**config.mk**
```make
export PLATFORM = sky130hd
export DESIGN_NAME = pbpm_config
export DESIGN_NICKNAME = d
export VERILOG_FILES = /design/src/rtl/pbpm_pkg.sv /design/src/rtl/pbpm_ctrl_if.sv /design/src/rtl/pbpm_forward.sv /design/src/rtl/pbpm_config.sv
export SDC_FILE = /design/constraint.sdc
export NUM_CORES = 1
export LEC_CHECK = 0
export BUFFER_PORTS_ARGS = -buffer_cell sky130_fd_sc_hd__buf_2
export CAP_MARGIN = 20
export CELL_PAD_IN_SITES_DETAIL_PLACEMENT = 0
export CELL_PAD_IN_SITES_GLOBAL_PLACEMENT = 1
export CORE_MARGIN = 5
export CORE_UTILIZATION = 25
export CTS_CLUSTER_DIAMETER = 30
export DETAILED_ROUTE_END_ITERATION = 6
export PLACE_DENSITY = 0.95
export SLEW_MARGIN = 10
export SYNTH_ARGS = -nofsm -noshare
export SYNTH_HDL_FRONTEND = slang
export SYNTH_SLANG_ARGS = --single-unit
export TNS_END_PERCENT = 10
```
**constraint.sdc**
```tcl
create_clock -name clock_i -period 2.1 [get_ports clock_i]
set_input_delay 0.105 -clock clock_i [delete_from_list [all_inputs] [get_ports clock_i]]
set_output_delay 0.105 -clock clock_i [all_outputs]
set_load 0.05 [all_outputs]
```
**src/rtl/pbpm_pkg.sv**
```systemverilog
package pbpm_pkg;
  // Configuration dword offsets (byte addresses, low two bits ignored).
  localparam logic [7:0] PBPM_BCTRL_DW_OFS = 8'h3c;
  localparam logic [7:0] PBPM_BCTRL_OFS = 8'h3e;
  localparam logic [7:0] PBPM_CAP_LIST_DW_OFS = 8'h7c;
  localparam logic [7:0] PBPM_CAP_LIST_OFS = 8'h7f;
  localparam logic [7:0] PBPM_PMCAP_OFS = 8'h80;
  // Bridge control field positions.
  localparam int PBPM_BC_ISA_BIT = 2;
  localparam int PBPM_BC_SERR_BIT = 1;
  localparam int PBPM_BC_PERR_BIT = 0;
  localparam int PBPM_BC_DW_SHIFT = 16;
  localparam int PBPM_CAP_LIST_DW_SHIFT = 24;
  localparam logic PBPM_ISA_RESET = 1'b0;
  localparam logic PBPM_SERR_RESET = 1'b0;
  localparam logic PBPM_PERR_VALUE = 1'b0;
  localparam logic PBPM_MSIH_RESET = 1'b0;
  // Power-management capability fields.
  localparam logic [4:0] PBPM_PME_SUPPORT = 5'h19;
  localparam logic [1:0] PBPM_D2D1_SUPPORT = 2'h0;
  localparam logic [2:0] PBPM_AUX_CURRENT = 3'h0;
  localparam logic PBPM_DSI = 1'b0;
  localparam logic PBPM_AUX_POWER_SOURCE = 1'b0;
  localparam logic PBPM_WAKE_CLOCK = 1'b0;
  localparam logic [2:0] PBPM_PM_VERSION = 3'h2;
  localparam logic [7:0] PBPM_NEXT_MSI = 8'h90;
  localparam logic [7:0] PBPM_NEXT_PCIE = 8'ha0;
  localparam logic [7:0] PBPM_PM_CAP_ID = 8'h01;
  localparam logic [31:0] PBPM_PMCAP_RESET = 32'hc8029001;
  // ISA aliases: bits 9:8 of an I/O address nonzero means upper 768 bytes of a 1-KB block.
  localparam int PBPM_ISA_HI = 9;
  localparam int PBPM_ISA_LO = 8;
  // Error message type codes.
  typedef enum logic [1:0] {
    PBPM_ERR_COR,
    PBPM_ERR_NONFATAL,
    PBPM_ERR_FATAL
  } pbpm_err_t;
endpackage : pbpm_pkg

```
**src/rtl/pbpm_ctrl_if.sv**
```systemverilog
`timescale 1ns/1ps
interface pbpm_ctrl_if;
  logic isa_exclude;
  logic serr_forward;
  logic parity_response;
  modport ctrl (output isa_exclude, output serr_forward, output parity_response);
  modport fwd (input isa_exclude, input serr_forward, input parity_response);
endinterface : pbpm_ctrl_if

```
**src/rtl/pbpm_forward.sv**
```systemverilog
`timescale 1ns/1ps
module pbpm_forward
  import pbpm_pkg::*;
(
  // Clock and reset.
  input wire logic clock_i,
  input wire logic reset_n_i,
  // Control bits from the register bank.
  pbpm_ctrl_if.fwd ctrl,
  // Processor I/O cycles.
  input wire logic io_valid_i,
  input wire logic [15:0] io_addr_i,
  input wire logic [15:0] io_window_base_i,
  input wire logic [15:0] io_window_limit_i,
  output logic io_to_pcie_o,
  output logic io_to_hub_o,
  // Error messages from the link.
  input wire logic err_valid_i,
  input wire pbpm_err_t err_type_i,
  input wire logic [2:0] root_err_enable_i,
  output logic serr_msg_o,
  // Poisoned completions.
  input wire logic poisoned_cpl_i,
  output logic parity_status_set_o
);

  function automatic logic in_window(input logic [15:0] a, input logic [15:0] b,
                                     input logic [15:0] l);
    in_window = (a >= b) && (a <= l);
  endfunction : in_window

  function automatic logic isa_alias(input logic [15:0] a);
    isa_alias = |a[PBPM_ISA_HI:PBPM_ISA_LO];
  endfunction : isa_alias

  logic io_to_pcie_q;
  logic io_to_hub_q;
  logic serr_msg_q;
  logic parity_status_set_q;
  logic io_to_pcie_d;
  logic io_to_hub_d;
  logic serr_msg_d;
  logic parity_status_set_d;
  logic hit;
  logic excl;

  always_comb begin
    hit = io_valid_i && in_window(io_addr_i, io_window_base_i, io_window_limit_i);
    excl = ctrl.isa_exclude && isa_alias(io_addr_i);
    io_to_pcie_d = hit && !excl;
    io_to_hub_d = hit && excl;
    serr_msg_d = err_valid_i && ctrl.serr_forward && root_err_enable_i[err_type_i];
    parity_status_set_d = poisoned_cpl_i && ctrl.parity_response;
  end

  always_ff @(posedge clock_i or negedge reset_n_i) begin
    if (!reset_n_i) begin
      io_to_pcie_q <= 1'b0;
      io_to_hub_q <= 1'b0;
      serr_msg_q <= 1'b0;
      parity_status_set_q <= 1'b0;
    end else begin
      io_to_pcie_q <= io_to_pcie_d;
      io_to_hub_q <= io_to_hub_d;
      serr_msg_q <= serr_msg_d;
      parity_status_set_q <= parity_status_set_d;
    end
  end

  assign io_to_pcie_o = io_to_pcie_q;
  assign io_to_hub_o = io_to_hub_q;
  assign serr_msg_o = serr_msg_q;
  assign parity_status_set_o = parity_status_set_q;
endmodule : pbpm_forward

```
**src/rtl/pbpm_config.sv**
```systemverilog
`timescale 1ns/1ps
module pbpm_config
  import pbpm_pkg::*;
(
  // Clock and reset.
  input wire logic clock_i,
  input wire logic reset_n_i,
  // Configuration access port.
  input wire logic cfg_valid_i,
  input wire logic cfg_write_i,
  input wire logic [7:0] cfg_addr_i,
  input wire logic [3:0] cfg_byte_en_i,
  input wire logic [31:0] cfg_wdata_i,
  output logic cfg_ack_o,
  output logic [31:0] cfg_rdata_o,
  // Processor I/O routing.
  input wire logic io_valid_i,
  input wire logic [15:0] io_addr_i,
  input wire logic [15:0] io_window_base_i,
  input wire logic [15:0] io_window_limit_i,
  output logic io_to_pcie_o,
  output logic io_to_hub_o,
  // Error messages from the link.
  input wire logic err_valid_i,
  input wire pbpm_err_t err_type_i,
  input wire logic [2:0] root_err_enable_i,
  output logic serr_msg_o,
  // Poisoned read completions.
  input wire logic poisoned_cpl_i,
  output logic parity_status_set_o
);

  pbpm_ctrl_if ctrl_if ();

  logic isa_range_exclude_enable_q;
  logic isa_range_exclude_enable_d;
  logic system_error_forward_enable_q;
  logic system_error_forward_enable_d;
  logic msi_capability_hide_q;
  logic msi_capability_hide_d;
  logic cfg_ack_q;
  logic cfg_ack_d;
  logic [31:0] cfg_rdata_q;
  logic [31:0] cfg_rdata_d;
  logic [15:0] bctrl_val;
  logic [31:0] pmcap_val;
  logic wr;

  // The capability word is built from constants and the MSI hide bit, so no write to its own offset can reach it.
  function automatic logic [31:0] pm_cap_word(input logic hide);
    pm_cap_word = {PBPM_PME_SUPPORT,
                   PBPM_D2D1_SUPPORT,
                   PBPM_AUX_CURRENT,
                   PBPM_DSI, PBPM_AUX_POWER_SOURCE,
                   PBPM_WAKE_CLOCK,
                   PBPM_PM_VERSION,
                   hide ? PBPM_NEXT_PCIE : PBPM_NEXT_MSI,
                   PBPM_PM_CAP_ID};
  endfunction : pm_cap_word

  always_comb begin
    wr = cfg_valid_i && cfg_write_i;
    bctrl_val = 16'h0000;
    bctrl_val[PBPM_BC_ISA_BIT] = isa_range_exclude_enable_q;
    bctrl_val[PBPM_BC_SERR_BIT] = system_error_forward_enable_q;
    bctrl_val[PBPM_BC_PERR_BIT] = PBPM_PERR_VALUE;
    pmcap_val = pm_cap_word(msi_capability_hide_q);
    isa_range_exclude_enable_d = isa_range_exclude_enable_q;
    system_error_forward_enable_d = system_error_forward_enable_q;
    msi_capability_hide_d = msi_capability_hide_q;
    // Only the writable bits are loaded; bit 0 and the capability word ignore writes.
    if (wr && cfg_addr_i[7:2] == PBPM_BCTRL_DW_OFS[7:2] && cfg_byte_en_i[2]) begin
      isa_range_exclude_enable_d = cfg_wdata_i[PBPM_BC_DW_SHIFT + PBPM_BC_ISA_BIT];
      system_error_forward_enable_d = cfg_wdata_i[PBPM_BC_DW_SHIFT + PBPM_BC_SERR_BIT];
    end
    if (wr && cfg_addr_i[7:2] == PBPM_CAP_LIST_DW_OFS[7:2] && cfg_byte_en_i[3]) begin
      msi_capability_hide_d = cfg_wdata_i[PBPM_CAP_LIST_DW_SHIFT];
    end
    cfg_ack_d = cfg_valid_i;
    cfg_rdata_d = 32'h00000000;
    if (cfg_valid_i && !cfg_write_i) begin
      unique case (cfg_addr_i[7:2])
        PBPM_BCTRL_DW_OFS[7:2]: cfg_rdata_d = {bctrl_val, 16'h0000};
        PBPM_CAP_LIST_DW_OFS[7:2]: cfg_rdata_d = {7'h00, msi_capability_hide_q, 24'h000000};
        PBPM_PMCAP_OFS[7:2]: cfg_rdata_d = pmcap_val;
        default: cfg_rdata_d = 32'h00000000;
      endcase
    end
  end

  always_ff @(posedge clock_i or negedge reset_n_i) begin
    if (!reset_n_i) begin
      isa_range_exclude_enable_q <= PBPM_ISA_RESET;
      system_error_forward_enable_q <= PBPM_SERR_RESET;
      msi_capability_hide_q <= PBPM_MSIH_RESET;
      cfg_ack_q <= 1'b0;
      cfg_rdata_q <= 32'h00000000;
    end else begin
      isa_range_exclude_enable_q <= isa_range_exclude_enable_d;
      system_error_forward_enable_q <= system_error_forward_enable_d;
      msi_capability_hide_q <= msi_capability_hide_d;
      cfg_ack_q <= cfg_ack_d;
      cfg_rdata_q <= cfg_rdata_d;
    end
  end

  assign cfg_ack_o = cfg_ack_q;
  assign cfg_rdata_o = cfg_rdata_q;
  assign ctrl_if.isa_exclude = isa_range_exclude_enable_q;
  assign ctrl_if.serr_forward = system_error_forward_enable_q;
  assign ctrl_if.parity_response = PBPM_PERR_VALUE;

  pbpm_forward u_forward (
    .clock_i(clock_i),
    .reset_n_i(reset_n_i),
    .ctrl(ctrl_if.fwd),
    .io_valid_i(io_valid_i),
    .io_addr_i(io_addr_i),
    .io_window_base_i(io_window_base_i),
    .io_window_limit_i(io_window_limit_i),
    .io_to_pcie_o(io_to_pcie_o),
    .io_to_hub_o(io_to_hub_o),
    .err_valid_i(err_valid_i),
    .err_type_i(err_type_i),
    .root_err_enable_i(root_err_enable_i),
    .serr_msg_o(serr_msg_o),
    .poisoned_cpl_i(poisoned_cpl_i),
    .parity_status_set_o(parity_status_set_o)
  );
endmodule : pbpm_config

```
* Word level (Yosys, flattened, before mapping)
Cells that the tools add are included. W data, S select, Z words.
Storage, ports and cells: register bits 39, input bits 104, output and inout port bits 37, logic and storage cells 35
Operators by class: magnitude comparators 3, eq/ne operators 3, muxes and demuxes 5, reduce and logical (&&, ||, !) cells 16
Operators by type and width (number):
- $pmux W32 S3 | 1
- $mux W32 | 1
- $ge A16 B16 Y1 | 1
- $le A16 B16 Y1 | 1
- $logic_and A1 B1 Y1 | 13
- $eq A6 B4 Y1 const B | 1
- $eq A6 B5 Y1 const B | 1
- $eq A6 B6 Y1 const B | 1
- $mux W6 | 1
- $lt A2 B3 Y1 const B | 1
- $bmux W1 S2 | 1
- $logic_not A1 Y1 | 2
- $reduce_or A2 Y1 | 1
- $mux W1 | 1

* Longest topological paths before layout
depth after elaboration 4, mapped depth 7, depth with buffers taken out 7

* Cells and area by module
A second synthesis with hierarchy kept.
Unflattened totals: cells, all modules 184, area total of the unflattened synthesis 1585.3 um2
Modules (own cells, without submodules):
- pbpm_forward | instances 1, cells an instance 123, area an instance 953.4 um2, sequential area each 100.1 um2
- pbpm_config | instances 1, cells an instance 61, area an instance 631.9 um2, sequential area each 250.2 um2

* Worst setup path before layout
Ideal clock, no wire load.
path type input to register, start point input port io_window_limit_i[14], end point register u_forward.io_to_hub_q (netlist: u_forward.io_to_hub_o), library setup time 0.068 ns, data arrival time 1.456 ns, data required time 2.032 ns, slack 0.576 ns, stages 7, buffers on the path 0, cells stage by stage inv_1 -> ha_1 -> a21oi_2 -> nand2_1 -> a221o_1 -> o31a_1 -> and4bb_1
On the way: longest elaborated chain between the ends 4
Ends and longest elaborated chain:
- start: declaration | RTL line pbpm_config.sv:20 | input wire logic [15:0] io_window_limit_i,
- $le A16 B16 Y1 | RTL line pbpm_forward.sv:29 | in_window = (a >= b) && (a <= l);
- $logic_and A1 B1 Y1 | RTL line pbpm_forward.sv:29
- $logic_and A1 B1 Y1 | RTL line pbpm_forward.sv:48 | hit = io_valid_i && in_window(io_addr_i, io_window_base_i, io_window_limit_i);
- $logic_and A1 B1 Y1 | RTL line pbpm_forward.sv:51 | io_to_hub_d = hit && excl;
- via u_forward.io_to_hub_d | RTL line pbpm_forward.sv:41 | logic io_to_hub_d;
- end signal: assignment | RTL line pbpm_forward.sv:64 | io_to_hub_q <= io_to_hub_d;
- end: declaration | RTL line pbpm_forward.sv:37 | logic io_to_hub_q;
The timed path passes the listed nets, and every way through them passes these cells. A chain may end at the register's enable or synchronous reset.

* Worst setup path in the final report
start point input port cfg_valid_i, end point register system_error_forward_enable_q (netlist: ctrl_if.serr_forward)
On the way: longest elaborated chain between the ends 3
Ends and longest elaborated chain:
- start: declaration | RTL line pbpm_config.sv:9 | input wire logic cfg_valid_i,
- $logic_and A1 B1 Y1 | RTL line pbpm_config.sv:62 | wr = cfg_valid_i && cfg_write_i;
- $logic_and A1 B1 Y1 (2 in a row) | RTL line pbpm_config.sv:72 | if (wr && cfg_addr_i[7:2] == PBPM_BCTRL_DW_OFS[7:2] && cfg_byte_en_i[2]) begin
- end signal: assignment | RTL line pbpm_config.sv:100 | system_error_forward_enable_q <= system_error_forward_enable_d;
- end: declaration | RTL line pbpm_config.sv:37 | logic system_error_forward_enable_q;
Every way passes these cells.

==> impl_metrics.ini <==
[sta]
maxSlewViolCount = 0
fin_setup_tns_ns = 0
rsz0062_at_grt = false
hold_violations = 0
worst_slew_pin_slew_ns = 0.492
setup_viol = 0
post-route-period-util_pct = 82.8
fin_skew_ns = 0.000192
finalCriticalPeriod_ns = 1.74
finalWorstSetupSlack_ns = 0.361
slew_headroom_pct = 66.8
fmax_mhz = 575

[layout]
seqCellArea_sq_um = 325
final_core_util_pct = 33.3
fillers = 605
multi_input_area_sq_um = 932
num-nets-final = 396
diodes = 0
syn_to_final_growth_pct = 30.4
drive_above_1_share_pct = 35.1

[hold_path]
holdPathStages = 2
hp-class = in2reg
min_to = msi_capability_hide_q
min-delay-start = cfg_wdata_i[24]

[floorplanning]
fp.dieW_um = 87.3
start_util_pct = 25.5
ios = 141
die_y_um = 87.3
core_sq_um = 5850
rows = 28
die-area_sq_um = 7620

[outcome]
outcome = completed

[routing]
num_vias = 1358
viasPerCell = 4.07
drc = 0
dr.pass1.iters = 4
ant_nets = 0
drt_first_iter_violations = 10
detail_route.wl_per_cell_um = 10.5
totalWireLength_um = 3520

[synthesis]
synth_seq_cells = 13
synthFlopType = dfrtp_1
synth.top_cells.by_count = ha_1 (32), inv_1 (31), buf_4 (27)
post-synth-top-area-fraction_pct = 26.8
postSynthCellCount = 175
synth.distinct_cells = 34
yosysTopAreaCell = ha_1
synth.area.top_cells = ha_1 (27%), dfrtp_1 (22%), buf_4 (14%), inv_1 (7.8%), a21oi_1 (3.7%)
yosysMostFrequentCell = ha_1
synth_edf_count = 0
syn_area_per_cell_sq_um = 8.54
syn_area_sq_um = 1490
yosysWarnings = 0
synthArstFlopShare_pct = 100
yosysSeqAreaShare_pct = 21.8

[worst_setup_path]
worstPathMaxFanout = 5
r2r_cells = 2
rr_startpoint = ctrl_if.isa_exclude
ff2ff_setup_slack_ns = 1.26
critical_path_arrival_ns = 1.85
endpoint_kind = flop
timing.rr.end = u_forward.io_to_hub_o
worst-endpoint-required_ns = 2.22
worstSetupPathType = in2reg
crit_path_start_kind = primary input

[power]
power.density_nw_per_um2 = 404
power_frac_seq_pct = 33.0
p_int_mw = 0.507
p_comb_share_pct = 41.0
power_switching_share_pct = 35.7
switchingPower_mw = 0.281
ir_drop_v = 0.000296
p_total_mw = 0.788
p_clk_share_pct = 26.1
p_leak_nw = 1.22

[clocking]
cts_root_buf = clkbuf_8
cts_buffers = 3
cts_tree = yes
cts.sinks = 13
clk_path_buf_depth = 2
clk_pin_slew_worst_paths_ns = 0.05
htreeDepth = 1
clock_latency_ns = 0.23

[global_routing]
grt_max_degree = 14
antenna_found_initial = 0
grt_pass1_wl_um = 5370
grt_overflow = 0
grt_use_total_pct = 8.49
first_global_vias = 1348

[place]
io_buffers = 83
preCtsSetupSlack_ns = 0.189
place.gp.congestion = 0.794
dp_hpwl_um = 3360

[job]
maxCapViolCount = 0
==> power groups by stage <==
stage / Clock [mW] / Combinational [mW] / Sequential, mW
2_1_floorplan: 0 / 0.237 / 0.274
3_3_place_gp: 0 / 0.315 / 0.263
3_5_place_dp: 0 / 0.323 / 0.264
4_1_cts: 0.214 / 0.327 / 0.259
5_1_grt: 0.229 / 0.364 / 0.260
6_report: 0.205 / 0.323 / 0.260
==> sequential cells by signal (all words and copies together) (netlist names) <==
register / cells
cfg_ack_o: 1
cfg_rdata_o: 6
ctrl_if.isa_exclude: 1
ctrl_if.serr_forward: 1
msi_capability_hide_q: 1
u_forward.io_to_hub_o: 1
u_forward.io_to_pcie_o: 1
u_forward.serr_msg_o: 1
==> kinds of logic after synthesis <==
kind of cell | count (synthesis) | share of synthesized area (%)
buffers and inverters | 58 | 21.4
DFF | 13 | 21.8
AOI/OAI and AO/OA | 26 | 10.9
other | 1 | 0.251
and+or+nand+nor | 41 | 16.0
muxes | 4 | 2.93
adders and majority gates | 32 | 26.8
==> routing by layer <==
layer / global-route usage, % / share of wire (%) / vias to the layer above
met5: 0 / 0 / -
met4: 1.67 / 0.11 / 0
met3: 1.42 / 11 / 2
met2: 14.7 / 46 / 63
met1: 11.0 / 43 / 572
li1: - / - / 721
==> worst max-delay path: stages <==
cell,delay (ns)
dlygate4sd3_1,0.53
buf_2,0.12
nand4_1,0.09
nor3b_1,0.45
nand4b_1,0.24
mux2_2,0.32
==> worst max-delay path by stage <==
| stage | slack [ns] | startpoint | cells past startpoint | endpoint |
|---|---|---|---|---|
| after detailed placement | 0.19 | io_addr_i[14] | 7 | u_forward.io_to_pcie_o |
| after CTS | 0.34 | cfg_valid_i | 6 | ctrl_if.serr_forward |
| final | 0.36 | cfg_valid_i | 6 | ctrl_if.serr_forward |
| after floorplan | 0.58 | io_window_limit_i[14] | 7 | u_forward.io_to_hub_o |
| after global routing | 0.24 | cfg_valid_i | 6 | ctrl_if.serr_forward |
| after global placement | 0.19 | io_addr_i[9] | 7 | u_forward.io_to_pcie_o |
==> stage by stage <==
stage | hold slack (ns) | cell area, sq um | std cells
6_report | 0.106 | 1950 | 334
4_1_cts | 0.105 | 1950 | 334
5_1_grt | 0.0993 | 1950 | 334
3_5_place_dp | -0.00393 | 1880 | 328
3_3_place_gp | -0.00455 | 1880 | 328
2_1_floorplan | -0.191 | 1580 | 197
==> cell usage in the layout (no fill, tap or decap), types with 4 or more instances in the layout <==
cell type / synthesis / layout
nor2b_1: 4 / 4
nand2_1: 10 / 10
ha_1: 32 / 32
inv_1: 31 / 31
o21ai_0: 5 / 5
a21oi_1: 11 / 11
nand4_1: 7 / 7
conb_1: 1 / 23
buf_2: 0 / 83
dfrtp_1: 13 / 13
==> area by class of cell <==
cell class              instances  area share, %
flip-flops and latches         13           16.7
well taps                      75           4.82
clock buffers                   4           2.31
inverters                      31           5.97
multi-input cells             126           47.8
repair buffers                 85           22.4
==> what timing repair did <==
| action | in CTS | in global routing |
|---|---|---|
| hold buffers | 2 | 0 |
| resized for setup | 0 | 0 |
| endpoints found under the hold margin | 14 | 0 |
| setup buffers | 0 | 0 |
Power figures use the tool's default switching activity.
